===== config.mk =====
export PLATFORM = sky130hd
export DESIGN_NAME = lbc_top
export DESIGN_NICKNAME = d
export VERILOG_FILES = /design/src/include/lbc_pkg.sv /design/src/verilog/lbc_top.sv
export VERILOG_INCLUDE_DIRS = /design/src /design/src/include
export SDC_FILE = /design/constraint.sdc
export NUM_CORES = 1
export LEC_CHECK = 0
export BUFFER_PORTS_ARGS = -buffer_cell sky130_fd_sc_hd__buf_4
export CORE_AREA = 2 2 72 74
export CTS_CLUSTER_DIAMETER = 80
export CTS_CLUSTER_SIZE = 12
export DETAILED_ROUTE_END_ITERATION = 10
export DIE_AREA = 0 0 74 76
export PLACE_DENSITY = 0.89
export SETUP_SLACK_MARGIN = 0.2
export SYNTH_ARGS = -nofsm -noshare
export SYNTH_HDL_FRONTEND = slang
export SYNTH_SLANG_ARGS = --single-unit

===== constraint.sdc =====
create_clock -name clk -period 1.9 [get_ports clk]
set_clock_uncertainty 0.15 [all_clocks]
set_input_delay 0.19 -clock clk [delete_from_list [all_inputs] [get_ports clk]]
set_output_delay 0.19 -clock clk [all_outputs]
set_load 0.005 [all_outputs]

===== src/include/lbc_defs.svh =====
// register offsets, field positions and reset values of the display irq / base channel bank
`ifndef LBC_DEFS_SVH
`define LBC_DEFS_SVH

// byte addresses
`define LBC_TOP_IRQ_ENABLE      32'hf803802c
`define LBC_TOP_IRQ_DISABLE     32'hf8038030
`define LBC_TOP_IRQ_MASK        32'hf8038034
`define LBC_TOP_IRQ_STATUS      32'hf8038038
`define LBC_BASE_CH_ENABLE      32'hf8038040
`define LBC_BASE_CH_DISABLE     32'hf8038044
`define LBC_BASE_CH_STATE       32'hf8038048
`define LBC_BASE_IRQ_ENABLE     32'hf803804c
`define LBC_BASE_IRQ_DISABLE    32'hf8038050
`define LBC_BASE_IRQ_MASK       32'hf8038054
`define LBC_BASE_IRQ_STATUS     32'hf8038058

// top-level status and mask fields
`define LBC_TOP_SOF_BIT         0
`define LBC_TOP_TIMING_OFF_BIT  1
`define LBC_TOP_POWER_SEQ_BIT   2
`define LBC_TOP_UNDERFLOW_BIT   4
`define LBC_TOP_BASE_BIT        8
`define LBC_TOP_OVERLAY_ONE_BIT 9
`define LBC_TOP_HIGH_END_BIT    10
`define LBC_TOP_CURSOR_BIT      11
`define LBC_TOP_VALID           12'hf17
`define LBC_TOP_RAW_VALID       12'h017

// base channel enable / disable / state fields
`define LBC_CH_ON_BIT           0
`define LBC_CH_UPDATE_BIT       1
`define LBC_CH_QUEUE_BIT        2
`define LBC_CH_STOP_BIT         0
`define LBC_CH_ABORT_BIT        8

// base-layer interrupt sources
`define LBC_BASE_DMA_END_BIT    2
`define LBC_BASE_DESC_LOADED_BIT 3
`define LBC_BASE_HEAD_BIT       4
`define LBC_BASE_LIST_END_BIT   5
`define LBC_BASE_OVERFLOW_BIT   6
`define LBC_BASE_VALID          7'h7c

// reset values
`define LBC_TOP_MASK_RESET      12'h000
`define LBC_TOP_FLAGS_RESET     12'h000
`define LBC_BASE_MASK_RESET     7'h00
`define LBC_BASE_FLAGS_RESET    7'h00

`endif


===== src/include/lbc_pkg.sv =====
// types shared by the display irq / base channel bank
package lbc_pkg;

    typedef enum logic [1:0] {
        LBC_CH_OFF      = 2'b00,
        LBC_CH_ON       = 2'b01,
        LBC_CH_STOPPING = 2'b10
    } lbc_chan_e;

    typedef struct packed {
        logic [31:0] addr;
        logic [31:0] wdata;
        logic        wr;
        logic        rd;
    } lbc_req_s;

    // event pulses and levels from the timing, output and layer engines
    typedef struct packed {
        logic       start_of_frame;
        logic       frame_done;
        logic       timing_off_done;
        logic       power_sequence_done;
        logic       output_underflow;
        logic [6:0] base_source;
        logic       head_added;
        logic       overlay_one_pending;
        logic       high_end_overlay_pending;
        logic       cursor_pending;
    } lbc_evt_s;

    typedef struct packed {
        lbc_chan_e   chan;
        logic        update_pend;
        logic        queue_pend;
        logic [11:0] top_mask;
        logic [11:0] top_flags;
        logic [6:0]  base_mask;
        logic [6:0]  base_flags;
        logic        apply;
        logic        abort;
        logic [31:0] rdata;
    } lbc_state_s;

endpackage


===== src/verilog/lbc_top.sv =====
// display controller irq status/mask and base-layer channel control register bank
`timescale 1ns/1ns
`include "lbc_defs.svh"

module lbc_top
(
    // clock and reset
    input  wire logic            clk,
    input  wire logic            nrst,
    // register port
    input  wire lbc_pkg::lbc_req_s bus_req,
    output logic [31:0]          rd_data,
    // engine events
    input  wire lbc_pkg::lbc_evt_s evt,
    // base channel control
    output logic                 channel_on,
    output logic                 attribute_apply,
    output logic                 head_queue_request,
    output logic                 channel_abort,
    // interrupt
    output logic                 irq
);

    // field masks as vectors so the per-bit slices can index them
    localparam logic [11:0] TOP_VALID     = `LBC_TOP_VALID;
    localparam logic [11:0] TOP_RAW_VALID = `LBC_TOP_RAW_VALID;
    localparam logic [6:0]  BASE_VALID    = `LBC_BASE_VALID;

    // one comparator slot per mapped register, shared by reads and writes
    localparam logic [31:0] REG_ADDR [11] = '{
        `LBC_TOP_IRQ_ENABLE,
        `LBC_TOP_IRQ_DISABLE,
        `LBC_TOP_IRQ_MASK,
        `LBC_TOP_IRQ_STATUS,
        `LBC_BASE_CH_ENABLE,
        `LBC_BASE_CH_DISABLE,
        `LBC_BASE_CH_STATE,
        `LBC_BASE_IRQ_ENABLE,
        `LBC_BASE_IRQ_DISABLE,
        `LBC_BASE_IRQ_MASK,
        `LBC_BASE_IRQ_STATUS
    };
    localparam int          SLOT_TOP_EN      = 0;
    localparam int          SLOT_TOP_CLR     = 1;
    localparam int          SLOT_TOP_STATUS  = 3;
    localparam int          SLOT_CH_EN       = 4;
    localparam int          SLOT_CH_STOP     = 5;
    localparam int          SLOT_BASE_EN     = 7;
    localparam int          SLOT_BASE_CLR    = 8;
    localparam int          SLOT_BASE_STATUS = 10;

    lbc_pkg::lbc_state_s s_reg;
    lbc_pkg::lbc_state_s s_next;
    logic                wr_hit_top_en;
    logic                wr_hit_top_clr;
    logic                wr_hit_ch_en;
    logic                wr_hit_ch_stop;
    logic                wr_hit_base_en;
    logic                wr_hit_base_clr;
    logic                rd_hit_top_isr;
    logic                rd_hit_base_isr;
    logic                base_summary;
    logic [11:0]         top_status;
    logic [31:0]         rd_value;
    logic [10:0]         addr_hit;
    logic [11:0]         top_events;
    logic [11:0]         top_mask_upd;
    logic [11:0]         top_flags_upd;
    logic [6:0]          base_mask_upd;
    logic [6:0]          base_flags_upd;

    genvar ga;
    generate
        for (ga = 0; ga < 11; ga++)
        begin : g_addr_slot
            assign addr_hit[ga] = (bus_req.addr == REG_ADDR[ga]);
        end
    endgenerate

    assign wr_hit_top_en   = bus_req.wr && addr_hit[SLOT_TOP_EN];
    assign wr_hit_top_clr  = bus_req.wr && addr_hit[SLOT_TOP_CLR];
    assign wr_hit_ch_en    = bus_req.wr && addr_hit[SLOT_CH_EN];
    assign wr_hit_ch_stop  = bus_req.wr && addr_hit[SLOT_CH_STOP];
    assign wr_hit_base_en  = bus_req.wr && addr_hit[SLOT_BASE_EN];
    assign wr_hit_base_clr = bus_req.wr && addr_hit[SLOT_BASE_CLR];
    assign rd_hit_top_isr  = bus_req.rd && addr_hit[SLOT_TOP_STATUS];
    assign rd_hit_base_isr = bus_req.rd && addr_hit[SLOT_BASE_STATUS];

    // summary follows the masked base flags, so it drops when those are read or their enables are cleared
    assign base_summary = |(s_reg.base_flags & s_reg.base_mask);

    // other layers own their pending levels and clear them on their own reads
    always_comb
    begin
        top_status = s_reg.top_flags & `LBC_TOP_RAW_VALID;
        top_status[`LBC_TOP_BASE_BIT]        = base_summary;
        top_status[`LBC_TOP_OVERLAY_ONE_BIT] = evt.overlay_one_pending;
        top_status[`LBC_TOP_HIGH_END_BIT]    = evt.high_end_overlay_pending;
        top_status[`LBC_TOP_CURSOR_BIT]      = evt.cursor_pending;
    end

    // read mux, unmapped and write-only addresses read zero
    always_comb
    begin
        rd_value = 32'h00000000;
        case (bus_req.addr)
            `LBC_TOP_IRQ_MASK:
            begin
                rd_value[11:0] = s_reg.top_mask;
            end
            `LBC_TOP_IRQ_STATUS:
            begin
                rd_value[11:0] = top_status;
            end
            `LBC_BASE_CH_STATE:
            begin
                rd_value[`LBC_CH_ON_BIT]     = (s_reg.chan != lbc_pkg::LBC_CH_OFF);
                rd_value[`LBC_CH_UPDATE_BIT] = s_reg.update_pend;
                rd_value[`LBC_CH_QUEUE_BIT]  = s_reg.queue_pend;
            end
            `LBC_BASE_IRQ_MASK:
            begin
                rd_value[6:0] = s_reg.base_mask;
            end
            `LBC_BASE_IRQ_STATUS:
            begin
                rd_value[6:0] = s_reg.base_flags;
            end
            default:
            begin
                rd_value = 32'h00000000;
            end
        endcase
    end

    always_comb
    begin
        s_next       = s_reg;
        s_next.apply = 1'b0;
        s_next.abort = 1'b0;
        s_next.rdata = 32'h00000000;
        if (bus_req.rd)
        begin
            s_next.rdata = rd_value;
        end

        // mask and flag bits come from the per-bit slices below
        s_next.top_mask   = top_mask_upd;
        s_next.top_flags  = top_flags_upd;
        s_next.base_mask  = base_mask_upd;
        s_next.base_flags = base_flags_upd;

        // attribute update waits for the next start of frame
        if (s_reg.update_pend && evt.start_of_frame)
        begin
            s_next.update_pend = 1'b0;
            s_next.apply       = 1'b1;
        end
        if (wr_hit_ch_en && bus_req.wdata[`LBC_CH_UPDATE_BIT])
        begin
            s_next.update_pend = 1'b1;
        end

        // head stays requested until the fetch engine reports it absorbed
        if (evt.head_added)
        begin
            s_next.queue_pend = 1'b0;
        end
        if (wr_hit_ch_en && bus_req.wdata[`LBC_CH_QUEUE_BIT])
        begin
            s_next.queue_pend = 1'b1;
        end

        case (s_reg.chan)
            lbc_pkg::LBC_CH_OFF:
            begin
                if (wr_hit_ch_en && bus_req.wdata[`LBC_CH_ON_BIT])
                begin
                    s_next.chan = lbc_pkg::LBC_CH_ON;
                end
            end
            lbc_pkg::LBC_CH_ON:
            begin
                if (wr_hit_ch_stop && bus_req.wdata[`LBC_CH_STOP_BIT])
                begin
                    s_next.chan = lbc_pkg::LBC_CH_STOPPING;
                end
            end
            lbc_pkg::LBC_CH_STOPPING:
            begin
                // a fresh enable cancels the pending stop
                if (wr_hit_ch_en && bus_req.wdata[`LBC_CH_ON_BIT])
                begin
                    s_next.chan = lbc_pkg::LBC_CH_ON;
                end
                else if (evt.frame_done)
                begin
                    s_next.chan = lbc_pkg::LBC_CH_OFF;
                end
            end
            default:
            begin
                s_next.chan = lbc_pkg::LBC_CH_OFF;
            end
        endcase

        // abort overrides everything and drops the queued requests too
        if (wr_hit_ch_stop && bus_req.wdata[`LBC_CH_ABORT_BIT])
        begin
            s_next.chan        = lbc_pkg::LBC_CH_OFF;
            s_next.update_pend = 1'b0;
            s_next.queue_pend  = 1'b0;
            s_next.apply       = 1'b0;
            s_next.abort       = 1'b1;
        end
    end

    // raw top-level events gathered at their flag positions
    // layer summaries are live levels, so they are never latched here
    always_comb
    begin
        top_events                          = 12'h000;
        top_events[`LBC_TOP_SOF_BIT]        = evt.start_of_frame;
        top_events[`LBC_TOP_TIMING_OFF_BIT] = evt.timing_off_done;
        top_events[`LBC_TOP_POWER_SEQ_BIT]  = evt.power_sequence_done;
        top_events[`LBC_TOP_UNDERFLOW_BIT]  = evt.output_underflow;
    end

    // one slice per top-level bit: enable/disable writes on the mask, events on the flag
    genvar gt;
    generate
        for (gt = 0; gt < 12; gt++)
        begin : g_top_bit
            logic mask_set;
            logic mask_clr;
            logic mask_bit;
            logic flag_bit;

            assign mask_set = wr_hit_top_en && bus_req.wdata[gt] && TOP_VALID[gt];
            assign mask_clr = wr_hit_top_clr && bus_req.wdata[gt] && TOP_VALID[gt];

            // enable and disable sit at different addresses, so they never meet
            always_comb
            begin
                mask_bit = s_reg.top_mask[gt];
                if (mask_set)
                begin
                    mask_bit = 1'b1;
                end
                if (mask_clr)
                begin
                    mask_bit = 1'b0;
                end
            end

            // clear on read first, then the event, so a same-cycle event is not lost
            always_comb
            begin
                flag_bit = s_reg.top_flags[gt];
                if (rd_hit_top_isr)
                begin
                    flag_bit = 1'b0;
                end
                if (top_events[gt] && TOP_RAW_VALID[gt])
                begin
                    flag_bit = 1'b1;
                end
            end

            assign top_mask_upd[gt]  = mask_bit;
            assign top_flags_upd[gt] = flag_bit;
        end
    endgenerate

    // one slice per base-layer source; bits 0 and 1 have no source and stay zero
    genvar gb;
    generate
        for (gb = 0; gb < 7; gb++)
        begin : g_base_bit
            logic mask_set;
            logic mask_clr;
            logic mask_bit;
            logic flag_bit;

            assign mask_set = wr_hit_base_en && bus_req.wdata[gb] && BASE_VALID[gb];
            assign mask_clr = wr_hit_base_clr && bus_req.wdata[gb] && BASE_VALID[gb];

            // ones act and zeros leave the source alone
            always_comb
            begin
                mask_bit = s_reg.base_mask[gb];
                if (mask_set)
                begin
                    mask_bit = 1'b1;
                end
                if (mask_clr)
                begin
                    mask_bit = 1'b0;
                end
            end

            // the set wins over clear-on-read
            always_comb
            begin
                flag_bit = s_reg.base_flags[gb];
                if (rd_hit_base_isr)
                begin
                    flag_bit = 1'b0;
                end
                if (evt.base_source[gb] && BASE_VALID[gb])
                begin
                    flag_bit = 1'b1;
                end
            end

            assign base_mask_upd[gb]  = mask_bit;
            assign base_flags_upd[gb] = flag_bit;
        end
    endgenerate

    // the asynchronous reset loads constants only
    always_ff @(posedge clk or negedge nrst)
    begin
        if (!nrst)
        begin
            s_reg.chan        <= lbc_pkg::LBC_CH_OFF;
            s_reg.update_pend <= 1'b0;
            s_reg.queue_pend  <= 1'b0;
            s_reg.top_mask    <= `LBC_TOP_MASK_RESET;
            s_reg.top_flags   <= `LBC_TOP_FLAGS_RESET;
            s_reg.base_mask   <= `LBC_BASE_MASK_RESET;
            s_reg.base_flags  <= `LBC_BASE_FLAGS_RESET;
            s_reg.apply       <= 1'b0;
            s_reg.abort       <= 1'b0;
            s_reg.rdata       <= 32'h00000000;
        end
        else
        begin
            s_reg <= s_next;
        end
    end

    assign rd_data            = s_reg.rdata;
    assign channel_on         = (s_reg.chan != lbc_pkg::LBC_CH_OFF);
    assign attribute_apply    = s_reg.apply;
    assign head_queue_request = s_reg.queue_pend;
    assign channel_abort      = s_reg.abort;
    assign irq                = |(top_status & s_reg.top_mask);

endmodule


# Word-level counts from Yosys, hierarchy flattened
# Index checks and enable logic that the tools add are counted.
[classes]
n_addsub = 0
mul = 0
div_mod_pow = 0
n_lt_le_gt_ge = 0
n_eq_ne = 16
shift = 0
muxes = 53
bitwise_logic = 2
reduce_logical = 69
[ops]
columns = ["operator", "n"]
rows = [
  ["32-bit == test (second input constant)", 11],
  ["2-bit nonzero test", 23],
  ["1-bit two-way mux", 42],
  ["1-bit logical AND", 40],
  ["4-bit case mux with 4 select lines", 1],
  ["3-bit case mux with 5 select lines", 1],
  ["12-bit bitwise AND", 1],
  ["12-bit two-way mux", 1],
  ["12-bit OR reduction", 1],
  ["2-bit two-way mux", 5],
  ["5-bit case mux with 2 select lines", 1],
  ["7-bit bitwise AND", 1],
  ["7-bit OR reduction", 1],
  ["3-bit inequality test (second input constant)", 2],
  ["2-bit case mux with 3 select lines", 1],
  ["3-bit nonzero test", 2],
  ["4-bit two-way mux", 1],
  ["4-bit inequality test (second input constant)", 1],
  ["3-bit AND reduction", 1],
  ["2-bit by 1-bit == test with 1-bit output (second input constant)", 1],
  ["2-bit == test (second input constant)", 1],
  ["2-bit logical NOT", 1],
]
[totals]
ff_bits = 40
latchBits = 0
ram_bits = 0
mem_bits_ro = 0
input_bits = 84
out_inout_bits = 37
wordCells = 168
mem_count = 0

# Depth between registers and ports, before layout
[depth]
word_depth = 6
depth_mapped = 6
depth_no_buf = 4

# Worst setup path after synthesis
# OpenSTA, ideal clock, no wires.
[synth_timing]
path_type = "input-to-reg"
from = "in bus_req[47] (netlist name)"
to = "reg s_reg[48] (netlist name)"
setup_time_ns = 0.118
arrival_ns = 1.589
t_required_ns = 1.632
setup_slack_ns = 0.043
path_stages = 4
path_buffers = 0
path_cell_list = "or4b_2 nor3_4 nand3_1 a21o_1"
[synth_between]
elab_chain_cells = 3
[synth_lines]
columns = ["item", "line", "source"]
rows = [
  ["start, declared", "lbc_top.sv:11", "input wire lbc_pkg::lbc_req_s bus_req,"],
  ["32-bit == test", "lbc_top.sv:76", "assign addr_hit[ga] = (bus_req.addr == REG_ADDR[ga]);"],
  ["1-bit logical AND", "lbc_top.sv:86", "assign rd_hit_top_isr = bus_req.rd && addr_hit[SLOT_TOP_STATUS];"],
  ["2-bit nonzero test (no line)", "--", ""],
  ["end signal, assigned", "lbc_top.sv:339", "s_reg <= s_next;"],
  ["end, declared", "lbc_top.sv:52", "lbc_pkg::lbc_state_s s_reg;"],
]
# Every way passes these cells.
# A chain may end at the register's enable or synchronous reset.

# Final worst setup path
[layout_timing]
from = "reg s_reg[47] (netlist name)"
to = "out irq"
[layout_between]
elab_chain_cells = 4
[layout_lines]
columns = ["item", "line", "source"]
rows = [
  ["7-bit bitwise AND", "lbc_top.sv:90", "assign base_summary = |(s_reg.base_flags & s_reg.base_mask);"],
  ["7-bit OR reduction", "lbc_top.sv:90", ""],
  ["12-bit bitwise AND", "lbc_top.sv:348", "assign irq = |(top_status & s_reg.top_mask);"],
  ["12-bit OR reduction", "lbc_top.sv:348", ""],
  ["end, declared", "lbc_top.sv:21", "output logic irq"],
]
# Every way passes these cells.

==> summary.md <==
| Metric | Value |
|---|---|
| Status | finished, final reports clean |
| Vias | 2425 |
| Core area | 4912 µm² |
| H-tree levels | 2 |
| Max clock buf depth | 2 |
| DR top layer | met4 |
| Crit path kind | flip-flop to output port |
| Vias in the first global route | 2399 |
| Clk Latency, worst-skew pair | 300 ps |
| Hold Crit Start | evt[14] |
| Crit path max-delay family | flip-flops |
| Slowest stage delay, CP | 410 ps |
| Length of routed wiring on met1 | 2.532 mm |
| Starting density of the core | 0.4613 |
| Post-synth ARST share | 1.000 |
| Commonest non-fill, non-tap cell in the layout | buf_4 |
| Final WL | 6.934 mm |
| Syn Inst Count | 226 |
| Largest net degree at the start of global routing | 40 |
| Die Ht | 76 µm |
| Mapped Area | 2266 µm² |
| Synth cell types | 47 |
| Leak | 1.523 nW |
| Die area | 5624 µm² |
| Port Buffers | 76 |
| Slowest stage cell, crit path | dfrtp_1 |
| Relative slew margins | 0.6697 |
| Synth Flop Type | dfrtp_1 |
| Number of flip-flops in the largest register | 25 |
| First-pass GRT wire length | 10.87 mm |
| Yosys warnings | 0 |
| Final period util | 0.9973 |
| Most Frequent Cell on Critical Path | nand2_1 |
| Worst path cell trace | a222oi_1 > nand2_1 > nand2_1 > nand4_1 > buf_4 |
| Critical path arrival | 1550 ps |
| Register bit total from synthesis | 39 |
| Clock sink total | 39 |
| Bufs and invs on worst path | 1 |
| All-Layer GR Usage | 0.2501 |
| TNS Setup | 0 ps |
| CTS buffer count | 5 |
| Gpl congestion | 0.9217 |
| Initial antenna violation count | 0 |
| Slew Viols, Final | 0 |
| Worst reg2reg startpoint | s_reg[47] |
| Routed wl met3 | 691 µm |
| CP Data Required Time | 1560 ps |
| Routed Antenna Nets | 0 |
| Startpoint Class | flip-flop |
| Min Tclk post-route | 1895 ps |
| EDFF count, synth | 0 |
| Design area | 3411 µm² |
| Final Power | 1.803 mW |
| Row cnt | 26 |
| Die Width | 74 µm |
| GRT overflow | 0 |
| Met2 wire len | 3.362 mm |
| Antenna diodes | 0 |
| Nets | 431 |
| Vias per inst | 5.801 |
| Setup ws final | 5.200 ps |
| Worst-Margin Slew | 490.9 ps |
| Worst-path maximum fanout | 2 |
| Final Setup Violations | 0 |
| Share of cells above drive strength 1 | 0.3764 |
| WL per Instance | 16.59 µm |
| PwrDens | 528.7 nW/µm² |
| Initial DRC Count | 308 |
| DP HPWL | 4.848 mm |
| Worst setup startpoint | s_reg[47] |
| Commonest cells after routing, fill and taps aside | buf_4, dfrtp_1, dlygate4sd3_1, conb_1, a21oi_1 |
| Synth Area per Inst | 10.03 µm² |
| Cell Area, Placed | 2963 µm² |
| Final Hold Vio Count | 0 |
| Area Overhead vs Synth | 50.52% |
| Hold/Removal Path Class | primary input to flip-flop |
| Residual DRC | 0 |
| RSZ-0062 raised after global routing | true |
| Clock Tree Root | clkbuf_8 |
| Max Freq | 0.5278 GHz |
| Crit. End Element | output port |
| Clk slew on worst S/H paths | 80 ps |
| Pre-Repair DR Iteration Count | 6 |
| Setup Slack @ Placement | -71.54 ps |
| Sequential area share after synthesis | 0.4307 |
| Ports | 121 |
| CTS tree | built |
| Worst vdd ir | 257.1 µV |
| Max-Cap Viols | 0 |
-- metrics by stage --
stage	std cells	hold WS (ps)	util
after detailed placement	380	33.89	0.6032
final	418	0.1595	0.6943
after global routing	418	30.57	0.6943
after global placement	380	27.39	0.6032
after CTS	417	5.953	0.6842
after floorplan	246	-255.6	-
-- metal layers --
metal  up-vias  track usage
met2       199       0.4036
met1      1107       0.3066
met3        49      0.05026
met4         0       0.1382
li1       1070            -
met5         -            0
-- where the power goes --
| part | leakage, nW | internal (mW) | switching, mW |
|---|---|---|---|
| Combinational | 0.969 | 0.149 | 0.113 |
| Clock | 0.0612 | 0.425 | 0.287 |
| Sequential | 0.493 | 0.830 | 0.000000177 |
| Total | 1.52 | 1.40 | 0.400 |
-- kinds of logic (layout without fill, tap and decap cells) --
group                     count (synthesis)  after routing  synth area share
DFF                                      39             39            0.4307
AOI/OAI and AO/OA                        69             69            0.2258
other                                     1             21          0.001655
buffers and inverters                    37            139            0.1143
xor gates and xnor gates                  1              1          0.003866
and+or+nand+nor                          79             79            0.2236
-- worst reg2reg max path: stages (launching register included) --
cell,delay (ps)
dfrtp_1,410
a222oi_1,310
nand2_1,150
buf_4,150
a32o_1,210
-- repair_timing --
item | CTS | global route
endpoints found under the setup margin | 1 | 21
hold buffers | 25 | 0
resized for setup | 0 | 6
pin swaps | 3 | 4
setup buffers | 4 | 1
hold endpoints to repair | 66 | 0
-- layout make-up --
type                       count  area [µm²]
multi-input combinational    170        1175
sequential                    39       975.9
clock inverter                 2       35.03
tap                           70       87.58
fill                         346        1501
inverter                       1       3.754
clock buffer                   6       82.58
timing repair buffer         130        1051
-- cell usage after synthesis (2+ instances only) --
cell type   n  area [µm²]
dfrtp_1    39       975.9
buf_4      32       240.2
a21oi_1    15       75.07
a41oi_1    13       113.9
nor2_1     13       48.80
a22oi_1    10       75.07
a21o_1      9       67.56
nand2_1     9       33.78
nand4_1     7       43.79
nand3_1     6       30.03
and2_1      5       31.28
a32o_1      4       40.04
and4_1      4       35.03
clkbuf_1    4       15.01
nor3_1      4       20.02
nor4_1      4       25.02
o21ai_0     4       20.02
nand2b_1    3       18.77
nor2b_1     3       18.77
nor4b_1     3       26.28
a222oi_1    2       20.02
a31oi_1     2       12.51
and3_1      2       12.51
nor3b_1     2       15.01
nor4bb_1    2       20.02
o21a_1      2       15.01
or3b_2      2       17.52
or4b_4      2       27.53
-- worst paths after layout --
check | endpoint | slack [ps] | cells past startpoint
max | irq | 5 | 5
min | s_reg[75] | 0.2 | 3
max reg2reg | rd_data[8] | 390 | 4
min reg2reg | s_reg[52] | 390 | 1
max in group asynchronous | rd_data[6] | 1010 | 2
min in group asynchronous | s_reg[46] | 240 | 2
Note: power is estimated with default switching activity, not from simulation.
